### src/pkg/etoc_defines.vh
// etoc_defines.vh: offsets, field positions, reset values and codes of the
// extended timer output-compare block.
// assumes a single 125 MHz core clock and a plain strobe register port.
//
// Overview of operation
// two-bit action field picks set, clear, toggle or hold on compare match
// a configuration bit gives the compare pin level before any match
// initial level changes only when written together with its write-enable bit set
// software writes the compare value low byte first, then high byte
// low byte is staged; both bytes commit together on the high byte write
// software never updates the compare value by a low byte write alone
// counter equal to compare value applies the action and raises compare request
// hold action leaves the pin alone and only raises the compare request
// action code 11 inverts the present pin level on every match
// while the run bit is zero the compare pin is held high
// three separate requests: counter overflow, capture done, compare match
// overflow request when the counter reaches all ones; counting goes on
// capture request when the sampled count is written to the capture register
// software sets the shared pin latch to one before making it an output
// action codes: 00 hold, 01 drive high, 10 drive low, 11 toggle
// compare register and comparison are sixteen bits, like the counter
`ifndef ETOC_DEFINES_VH
`define ETOC_DEFINES_VH

// register port geometry
`define ETOC_ADDR_W        3
`define ETOC_DATA_W        8
`define ETOC_CNT_W         16

// register offsets
`define ETOC_OFS_MODE      3'h0
`define ETOC_OFS_CTRL      3'h1
`define ETOC_OFS_CMP_LO    3'h2
`define ETOC_OFS_CMP_HI    3'h3
`define ETOC_OFS_IRQ_STAT  3'h4
`define ETOC_OFS_IRQ_MASK  3'h5
`define ETOC_OFS_PIN_STAT  3'h6

// mode register fields
`define ETOC_MODE_ACT_LSB  0
`define ETOC_MODE_ACT_MSB  1
`define ETOC_MODE_INIT_BIT 2
`define ETOC_MODE_WREN_BIT 7

// control register fields
`define ETOC_CTRL_RUN_BIT  0

// interrupt bit positions
`define ETOC_IRQ_OVF       0
`define ETOC_IRQ_CAP       1
`define ETOC_IRQ_CMP       2
`define ETOC_IRQ_N         3

// match action codes
`define ETOC_ACT_HOLD      2'h0
`define ETOC_ACT_HIGH      2'h1
`define ETOC_ACT_LOW       2'h2
`define ETOC_ACT_TOGGLE    2'h3

// reset values
`define ETOC_RST_ACT       2'h0
`define ETOC_RST_INIT      1'h0
`define ETOC_RST_WREN      1'h0
`define ETOC_RST_RUN       1'h0
`define ETOC_RST_CMP       16'h0000
`define ETOC_RST_MASK      3'h0
`define ETOC_CNT_ALL_ONES  16'hFFFF
`define ETOC_DATA_ZERO     8'h00

`endif

### src/rtl/etoc_irq.v
// etoc_irq.v: sticky interrupt status, mask and one level request.
// assumes events are single-cycle pulses on core_clk_i and that a read
// strobe of the status register clears it.
`include "etoc_defines.vh"

module etoc_irq (
  input  wire                    core_clk_i,
  input  wire                    rst_b_i,
  input  wire [`ETOC_IRQ_N-1:0]  event_i,
  input  wire                    status_rd_i,
  input  wire                    mask_wr_i,
  input  wire [`ETOC_IRQ_N-1:0]  mask_wdata_i,
  output reg  [`ETOC_IRQ_N-1:0]  status_o,
  output reg  [`ETOC_IRQ_N-1:0]  mask_o,
  output reg                     irq_o
);

  genvar gi;

  // one sticky flag per event; a set in the clearing cycle wins so no event is lost
  generate
    for (gi = 0; gi < `ETOC_IRQ_N; gi = gi + 1) begin : g_flag
      always @(posedge core_clk_i or negedge rst_b_i) begin
        if (!rst_b_i) begin
          status_o[gi] <= 1'b0;
        end else if (event_i[gi]) begin
          status_o[gi] <= 1'b1;
        end else if (status_rd_i) begin
          status_o[gi] <= 1'b0;
        end
      end
    end
  endgenerate

  // mask register: a one lets the status bit through
  always @(posedge core_clk_i or negedge rst_b_i) begin
    if (!rst_b_i) begin
      mask_o <= `ETOC_RST_MASK;
    end else if (mask_wr_i) begin
      mask_o <= mask_wdata_i;
    end
  end

  // level request follows the flags one cycle late so the output is a flop
  always @(posedge core_clk_i or negedge rst_b_i) begin
    if (!rst_b_i) begin
      irq_o <= 1'b0;
    end else begin
      irq_o <= |(status_o & mask_o);
    end
  end

endmodule

### src/rtl/etoc_top.v
// etoc_top.v: output-compare and interrupt-request logic of a 16-bit
// extended timer-counter.
// assumes the counter, its prescaler and the capture datapath sit outside
// on the same core_clk_i; counter value and capture strobe need no sync.
`include "etoc_defines.vh"

module etoc_top (
  input  wire                    core_clk_i,
  input  wire                    rst_b_i,
  // register port
  input  wire [`ETOC_ADDR_W-1:0] reg_addr_i,
  input  wire [`ETOC_DATA_W-1:0] reg_wdata_i,
  input  wire                    reg_wr_i,
  input  wire                    reg_rd_i,
  output reg  [`ETOC_DATA_W-1:0] reg_rdata_o,
  // counter side
  input  wire [`ETOC_CNT_W-1:0]  extended_counter_i,
  input  wire                    capture_load_i,
  output reg                     counter_run_bit_o,
  // pin and requests
  output reg                     compare_output_pin_o,
  output reg                     counter_overflow_irq_o,
  output reg                     capture_done_irq_o,
  output reg                     compare_match_irq_o,
  output reg                     irq_o
);

  // mode register fields
  reg  [1:0]                match_action_select;
  reg                       initial_output_level;
  reg                       initial_level_write_enable;

  // control register
  reg                       counter_run_bit;

  // compare value: staged low byte and active 16-bit value
  reg  [`ETOC_DATA_W-1:0]   compare_lo_stage;
  reg  [`ETOC_CNT_W-1:0]    compare_value_reg;

  // internal pin state kept while the counter is stopped
  reg                       oc_level;
  reg                       next_oc_level;

  // match and overflow edge detection
  reg                       match_prev;
  reg                       ovf_prev;
  wire                      match_now;
  wire                      ovf_now;
  wire                      match_evt;
  wire                      ovf_evt;
  wire                      cap_evt;

  // decoded strobes
  wire                      wr_mode;
  wire                      wr_ctrl;
  wire                      wr_cmp_lo;
  wire                      wr_cmp_hi;
  wire                      wr_mask;
  wire                      rd_stat;

  // interrupt block
  wire [`ETOC_IRQ_N-1:0]    irq_events;
  wire [`ETOC_IRQ_N-1:0]    irq_status;
  wire [`ETOC_IRQ_N-1:0]    irq_mask;
  wire                      irq_level;

  reg  [`ETOC_DATA_W-1:0]   next_rdata;

  // write and read decode
  assign wr_mode   = reg_wr_i && (reg_addr_i == `ETOC_OFS_MODE);
  assign wr_ctrl   = reg_wr_i && (reg_addr_i == `ETOC_OFS_CTRL);
  assign wr_cmp_lo = reg_wr_i && (reg_addr_i == `ETOC_OFS_CMP_LO);
  assign wr_cmp_hi = reg_wr_i && (reg_addr_i == `ETOC_OFS_CMP_HI);
  assign wr_mask   = reg_wr_i && (reg_addr_i == `ETOC_OFS_IRQ_MASK);
  assign rd_stat   = reg_rd_i && (reg_addr_i == `ETOC_OFS_IRQ_STAT);

  // mode register: action field always writable
  always @(posedge core_clk_i or negedge rst_b_i) begin
    if (!rst_b_i) begin
      match_action_select        <= `ETOC_RST_ACT;
      initial_level_write_enable <= `ETOC_RST_WREN;
    end else if (wr_mode) begin
      match_action_select        <= reg_wdata_i[`ETOC_MODE_ACT_MSB:`ETOC_MODE_ACT_LSB];
      initial_level_write_enable <= reg_wdata_i[`ETOC_MODE_WREN_BIT];
    end
  end

  // initial level bit: the enable in the same write gates it, so one write
  // can both set the level and open the gate; a later write with the
  // enable clear leaves the level as it was
  always @(posedge core_clk_i or negedge rst_b_i) begin
    if (!rst_b_i) begin
      initial_output_level <= `ETOC_RST_INIT;
    end else if (wr_mode && reg_wdata_i[`ETOC_MODE_WREN_BIT]) begin
      initial_output_level <= reg_wdata_i[`ETOC_MODE_INIT_BIT];
    end
  end

  // control register: run bit also drives the external counter
  always @(posedge core_clk_i or negedge rst_b_i) begin
    if (!rst_b_i) begin
      counter_run_bit <= `ETOC_RST_RUN;
    end else if (wr_ctrl) begin
      counter_run_bit <= reg_wdata_i[`ETOC_CTRL_RUN_BIT];
    end
  end

  always @(posedge core_clk_i or negedge rst_b_i) begin
    if (!rst_b_i) begin
      counter_run_bit_o <= `ETOC_RST_RUN;
    end else begin
      counter_run_bit_o <= counter_run_bit;
    end
  end

  // low byte waits in a stage; it never reaches the comparator alone,
  // so a half-written value can not produce a stray match
  always @(posedge core_clk_i or negedge rst_b_i) begin
    if (!rst_b_i) begin
      compare_lo_stage <= `ETOC_DATA_ZERO;
    end else if (wr_cmp_lo) begin
      compare_lo_stage <= reg_wdata_i;
    end
  end

  // high byte write commits both bytes at once; a low write that is
  // never followed by a high write has no effect on the comparator
  always @(posedge core_clk_i or negedge rst_b_i) begin
    if (!rst_b_i) begin
      compare_value_reg <= `ETOC_RST_CMP;
    end else if (wr_cmp_hi) begin
      compare_value_reg <= {reg_wdata_i, compare_lo_stage};
    end
  end

  // full-width equality, same width as the counter
  assign match_now = (extended_counter_i == compare_value_reg);

  // overflow point of the free-running counter
  assign ovf_now = (extended_counter_i == `ETOC_CNT_ALL_ONES);

  // events fire on entry into the condition: the counter may dwell on one
  // value for many clocks under a slow prescale, and one dwell is one event
  always @(posedge core_clk_i or negedge rst_b_i) begin
    if (!rst_b_i) begin
      match_prev <= 1'b0;
      ovf_prev   <= 1'b0;
    end else begin
      match_prev <= match_now && counter_run_bit;
      ovf_prev   <= ovf_now && counter_run_bit;
    end
  end

  // a stopped counter produces no match or overflow events
  assign match_evt = match_now && counter_run_bit && !match_prev;
  assign ovf_evt   = ovf_now && counter_run_bit && !ovf_prev;
  assign cap_evt   = capture_load_i;

  // next pin level from the selected action
  always @* begin
    next_oc_level = oc_level;
    if (wr_mode && reg_wdata_i[`ETOC_MODE_WREN_BIT]) begin
      next_oc_level = reg_wdata_i[`ETOC_MODE_INIT_BIT];
    end else if (match_evt) begin
      case (match_action_select)
        `ETOC_ACT_HOLD: begin
          next_oc_level = oc_level;
        end
        `ETOC_ACT_HIGH: begin
          next_oc_level = 1'b1;
        end
        `ETOC_ACT_LOW: begin
          next_oc_level = 1'b0;
        end
        `ETOC_ACT_TOGGLE: begin
          next_oc_level = ~oc_level;
        end
        default: begin
          next_oc_level = oc_level;
        end
      endcase
    end
  end

  // internal level keeps its value across a stop so a restart resumes it
  always @(posedge core_clk_i or negedge rst_b_i) begin
    if (!rst_b_i) begin
      oc_level <= `ETOC_RST_INIT;
    end else begin
      oc_level <= next_oc_level;
    end
  end

  // pin: forced high while stopped, otherwise the compare level; it loads the same
  // next level as the internal level on the same clock, so the output comes from a flop
  always @(posedge core_clk_i or negedge rst_b_i) begin
    if (!rst_b_i) begin
      compare_output_pin_o <= 1'b1;
    end else if (!counter_run_bit) begin
      compare_output_pin_o <= 1'b1;
    end else begin
      compare_output_pin_o <= next_oc_level;
    end
  end

  // three separate one-cycle request pulses
  always @(posedge core_clk_i or negedge rst_b_i) begin
    if (!rst_b_i) begin
      counter_overflow_irq_o <= 1'b0;
      capture_done_irq_o     <= 1'b0;
      compare_match_irq_o    <= 1'b0;
    end else begin
      counter_overflow_irq_o <= ovf_evt;
      capture_done_irq_o     <= cap_evt;
      compare_match_irq_o    <= match_evt;
    end
  end

  // event vector for the sticky status
  assign irq_events[`ETOC_IRQ_OVF] = ovf_evt;
  assign irq_events[`ETOC_IRQ_CAP] = cap_evt;
  assign irq_events[`ETOC_IRQ_CMP] = match_evt;

  // sticky status, mask and level request
  etoc_irq u_irq (
    .core_clk_i   (core_clk_i),
    .rst_b_i      (rst_b_i),
    .event_i      (irq_events),
    .status_rd_i  (rd_stat),
    .mask_wr_i    (wr_mask),
    .mask_wdata_i (reg_wdata_i[`ETOC_IRQ_N-1:0]),
    .status_o     (irq_status),
    .mask_o       (irq_mask),
    .irq_o        (irq_level)
  );

  always @(posedge core_clk_i or negedge rst_b_i) begin
    if (!rst_b_i) begin
      irq_o <= 1'b0;
    end else begin
      irq_o <= irq_level;
    end
  end

  // read mux; unmapped offsets and reserved bits read as zero
  always @* begin
    next_rdata = `ETOC_DATA_ZERO;
    case (reg_addr_i)
      `ETOC_OFS_MODE: begin
        next_rdata[`ETOC_MODE_ACT_MSB:`ETOC_MODE_ACT_LSB] = match_action_select;
        next_rdata[`ETOC_MODE_INIT_BIT]                   = initial_output_level;
        next_rdata[`ETOC_MODE_WREN_BIT]                   = initial_level_write_enable;
      end
      `ETOC_OFS_CTRL: begin
        next_rdata[`ETOC_CTRL_RUN_BIT] = counter_run_bit;
      end
      `ETOC_OFS_CMP_LO: begin
        next_rdata = compare_value_reg[7:0];
      end
      `ETOC_OFS_CMP_HI: begin
        next_rdata = compare_value_reg[15:8];
      end
      `ETOC_OFS_IRQ_STAT: begin
        next_rdata[`ETOC_IRQ_N-1:0] = irq_status;
      end
      `ETOC_OFS_IRQ_MASK: begin
        next_rdata[`ETOC_IRQ_N-1:0] = irq_mask;
      end
      `ETOC_OFS_PIN_STAT: begin
        next_rdata[0] = compare_output_pin_o;
        next_rdata[1] = oc_level;
      end
      default: begin
        next_rdata = `ETOC_DATA_ZERO;
      end
    endcase
  end

  // read data stands only in the cycle after the strobe
  always @(posedge core_clk_i or negedge rst_b_i) begin
    if (!rst_b_i) begin
      reg_rdata_o <= `ETOC_DATA_ZERO;
    end else if (reg_rd_i) begin
      reg_rdata_o <= next_rdata;
    end else begin
      reg_rdata_o <= `ETOC_DATA_ZERO;
    end
  end

endmodule

### config.mk
export PLATFORM = sky130hd
export DESIGN_NAME = etoc_top
export DESIGN_NICKNAME = d
export VERILOG_FILES = /design/src/rtl/etoc_irq.v /design/src/rtl/etoc_top.v
export VERILOG_INCLUDE_DIRS = /design/src /design/src/pkg
export SDC_FILE = /design/constraint.sdc
export NUM_CORES = 1
export LEC_CHECK = 0
export BUFFER_PORTS_ARGS = -buffer_cell sky130_fd_sc_hd__buf_2
export CAP_MARGIN = 0
export CORE_MARGIN = 2
export CORE_UTILIZATION = 51
export CTS_BUF_LIST = sky130_fd_sc_hd__clkbuf_8
export DETAILED_ROUTE_END_ITERATION = 16
export PLACE_DENSITY = 0.81
export SLEW_MARGIN = 30
export SYNTH_ARGS = -nofsm -noshare
export SYNTH_HDL_FRONTEND = slang
export SYNTH_SLANG_ARGS = --single-unit
### constraint.sdc
create_clock -name core_clk_i -period 1.6 [get_ports core_clk_i]
set_input_delay 0.16 -clock core_clk_i [delete_from_list [all_inputs] [get_ports core_clk_i]]
set_output_delay 0.16 -clock core_clk_i [all_outputs]
set_load 0.05 [all_outputs]
* Word-level counts from Yosys, hierarchy flattened *
Index checks and enable logic that the tools add are counted.

cells by class
  equal/unequal tests = 11
  multiplexer cells = 14
  bitwise operators = 2
  reductions and logical operators = 19

operator list
  kind                    number
  $eq A16 B16 Y1          1
  $eq A16 B16 Y1 const B  1
  $logic_and A1 B1 Y1     11
  $eq A3 B3 Y1 const B    3
  $mux W8                 1
  $pmux W4 S2             1
  $mux W1                 7
  $pmux W1 S7             1
  $eq A3 B2 Y1 const B    2
  $pmux W1 S6             1
  $reduce_bool A2 Y1      3
  $pmux W1 S5             1
  $eq A2 B2 Y1 const B    2
  $pmux W1 S4             1
  $and A3 B3 Y3           1
  $eq A3 B1 Y1 const B    1
  $logic_not A3 Y1        1
  $pmux W1 S3             1
  $reduce_or A3 Y1        1
  $eq A2 B1 Y1 const B    1
  $logic_not A1 Y1        2
  $logic_not A2 Y1        1
  $not A1 Y1              1

word-level totals
  register bits = 53
  input port bits = 32
  output and inout bits = 14
  word-level logic and storage cells = 67

* Depth between registers and ports, before layout *
  depth after elaboration = 6
  mapped depth = 6
  depth with buffers taken out = 5

* Hierarchy *
A second synthesis with hierarchy kept.

second synthesis, totals
  cell total of the unflattened synthesis = 187
  area, all modules = 2411.1 um2

by module, submodules not included
  module    instances  cells an instance  area an instance (um2)  seq. area each (um2)
  etoc_top  1          171                2160.8                  1152.4
  etoc_irq  1          16                 250.2                   175.2

* Least setup slack after synthesis *
OpenSTA, ideal clock, no wires.

  path kind = register to register
  start = register compare_value_reg[2]
  end = register compare_output_pin_o
  library setup time = 81 ps
  arrival = 1729 ps
  required time = 1519 ps
  path slack = -210 ps
  cell stages (with the launch flop) = 6
  path buffers = 0
  clock period less this slack = 1810 ps
  path through = dfrtp_1 xnor2_1 nand2_1 or4_4 or4b_1 o211ai_1

between the ends
  word-level cells in the longest chain between the ends = 6

ends and longest elaborated chain
  element                           line            RTL
  start, declared                   etoc_top.v:38   reg [`ETOC_CNT_W-1:0] compare_value_reg;
  start signal, assigned            etoc_top.v:130  compare_value_reg <= `ETOC_RST_CMP;
  start signal, assigned            etoc_top.v:132  compare_value_reg <= {reg_wdata_i, compare_lo_stage};
  $eq A16 B16 Y1                    etoc_top.v:137  assign match_now = (extended_counter_i == compare_value_reg);
  $logic_and A1 B1 Y1 (2 in a row)  etoc_top.v:155  assign match_evt = match_now && counter_run_bit && !match_prev;
  $mux W1                           etoc_top.v:164  end else if (match_evt) begin
  $mux W1                           etoc_top.v:162  if (wr_mode && reg_wdata_i[`ETOC_MODE_WREN_BIT]) begin
  $mux W1                           etoc_top.v:199  end else if (!counter_run_bit) begin
  end signal, assigned              etoc_top.v:202  compare_output_pin_o <= next_oc_level;
  end, declared                     etoc_top.v:21   output reg compare_output_pin_o,

No other way between the ends.
A chain may end at the register's enable or synchronous reset.

* Final worst setup path *
Same ends and word-level chain as after synthesis.

==> metrics <==
number of global-route vias before repair=1792; critical path's largest stage delay=530 ps; fill cell count=331; sequential-to-total area share from yosys stat=56.0%; die area=5210 sq um; Max Cap Viol=0; CP endpoint kind=flip-flop; gr usage total=22.6%; DIE WIDTH=72.2 microns; Max VDD drop=0.714 mV; failing checks=setup timing; final worst-path cycle share=115%; htree depth=2; Final Power=3.54 mW; CP required=1830 ps; Die Ht=72.2 microns; fmax=0.542 GHz; max reg flops=16; Max Buffers Root-to-Sink=2; Initial DRC Count=101; Num CTS Buffers=5; register bit total from synthesis=53; crit path DAT=2070 ps; ranking of synthesized cells by area=dfrtp_1, mux2_2, mux2i_1, xor2_1, xnor2_1; Slew Viols, Final=0; crit path time final=1840 ps; synthesized instance count=188; slew margin rel.=68.3%; starting density of the core=53.7%; CTS sink cnt=53; largest area contributor in the netlist=dfrtp_1; Min-Delay Path Class=in -> reg; largest net degree at the start of global routing=28; syn nets=220; fin nets=295; share of cells above drive strength 1=45.8%; ys flop type=dfrtp_1; Fin. Hold Viols=0; Synth Cell Area=2370 sq um; Crit-path slowest cell=or4b_4; most frequent cells in the layout=dfrtp_1, buf_2, mux2_2; Worst Path Buf+Inv=0; Clock Latency Late Sink=300 ps; worst-path cell chain=xnor2_2 > nand2_1 > or4_4 > or4b_4 > o211ai_1; clock-pin slew on the worst setup and hold paths=90 ps; io pins=46; Setup TNS=-689 ps; DP Wirelength=4170 microns; first-pass GRT wire length=8760 microns; # setup viols final=4; Rows=24; final wirelength=5350 microns; via count=1752; vias per cell=5.54; Distinct cells, synth=35; Worst Slack Setup Final=-245 ps; # port buffers=45; Synth top area share=54.9%; CP Class=reg -> reg; RSZ-0062 raised after global routing=yes; Avg Synthesized Cell Area=12.6 sq um; routability cong.=0.795; Layout area overhead=27.6%; n_diodes=0; root buffer cell=clkbuf_8; most common cell after layout, fill and taps aside=dfrtp_1; DR WL/cell=16.9 microns; GRT overflow=0; number of antenna violations at the first check in global routing=0; Initial DRT Pass Iterations=4; DRC=0; Leak=1.50 nW; TritonCTS clock tree=built; ys async rst share=100%; Core Footprint=4410 sq um; top cell family by delay on the critical path=simple AND/OR/NAND/NOR gates; antenna-violating nets left=0; Fin Clk Skew=6.95 ps; worst-path maximum fanout=2; Pwr Density=1170 nW/um^2; status=complete, but fails checks; Post-synth EDFFs=0; Startpoint Class=flip-flop; worst slew pin tran=476 ps; synth warn=0
## final timing paths
| kind | start | to | slack (ps) | depth (start not counted) |
|---|---|---|---|---|
| worst max-delay path | compare_value_reg[2] | compare_output_pin_o | -240 | 5 |
| worst min-delay path | reg_wdata_i[4] | compare_lo_stage[4] | 90 | 2 |
| worst max register to register | compare_value_reg[2] | compare_output_pin_o | -240 | 5 |
| worst min register to register | u_irq.irq_o | irq_o | 360 | 0 |
| max in group asynchronous | rst_b_i | compare_value_reg[2] | 760 | 3 |
| min in group asynchronous | rst_b_i | u_irq.mask_o[0] | 340 | 2 |
## worst register-to-register path, stage by stage (launching register included)
cell	delay, ps
dfrtp_1	410
xnor2_2	150
nand2_1	70
or4_4	510
or4b_4	530
o211ai_1	100
## layer usage
metal  track usage (%)  vias to the layer above  wire [microns]
met5                 0                        -               0
met4              7.34                        0              75
met3              4.58                        6             231
met2              38.2                       48            2790
met1              29.2                      876            2250
li1                  -                      822               -
## cell type report
class / count / area, sq um / area share, %
clock buffers: 6 / 82.6 / 2.73
clock inverters: 2 / 7.51 / 0.248
inverters: 7 / 26.3 / 0.868
multi-input cells: 122 / 1040 / 34.4
flip-flops and latches: 53 / 1330 / 43.9
well taps: 52 / 65.1 / 2.15
repair buffers: 74 / 477 / 15.8
## logic make-up (layout without fill, tap and decap cells)
logic type	count (synthesis)	count (layout)	share of synthesized area, %
flops	53	53	56.0
simple gates	49	49	11.4
mux	40	40	19.6
compound gates	20	20	6.07
xor+xnor	13	13	4.80
buf+inv	13	89	2.16
## per-stage QoR
stage / instances / instance area, sq um / util (%) / hold slack [ps] / worst slack (ps)
floorplan: 188 / 2370 / - / -136 / -166
global placement: 305 / 2860 / 64.7 / 139 / -162
detailed placement: 305 / 2860 / 64.7 / 140 / -248
CTS: 316 / 3020 / 68.5 / 84.9 / -246
global route: 316 / 3030 / 68.5 / 81.1 / -302
finish: 316 / 3030 / 68.5 / 93.3 / -245
## Yosys cell counts, types with 3 or more instances
cell type,count
mux2_2,31
nand2_1,13
o21ai_0,4
o211ai_1,3
nor2b_1,3
dfrtp_1,52
a21o_1,4
nor2_1,11
xnor2_1,6
xor2_1,7
nand3_1,6
mux2i_1,7
nand4_1,3
inv_1,7
## what timing repair did
item                                    in CTS  in global routing
resized for setup                            9                  1
buffers inserted                             1                  0
endpoints found under the setup margin       4                  5
hold endpoints to repair                    18                  0
pin swaps                                    3                  2
hold buffers                                 2                  0
## report_power, final
part	total [mW]	internal, mW	switching [mW]
combinational	1.03	0.525	0.502
clock	0.745	0.341	0.404
sequential	1.77	1.59	0.175
(Power assumes the default switching activity.)
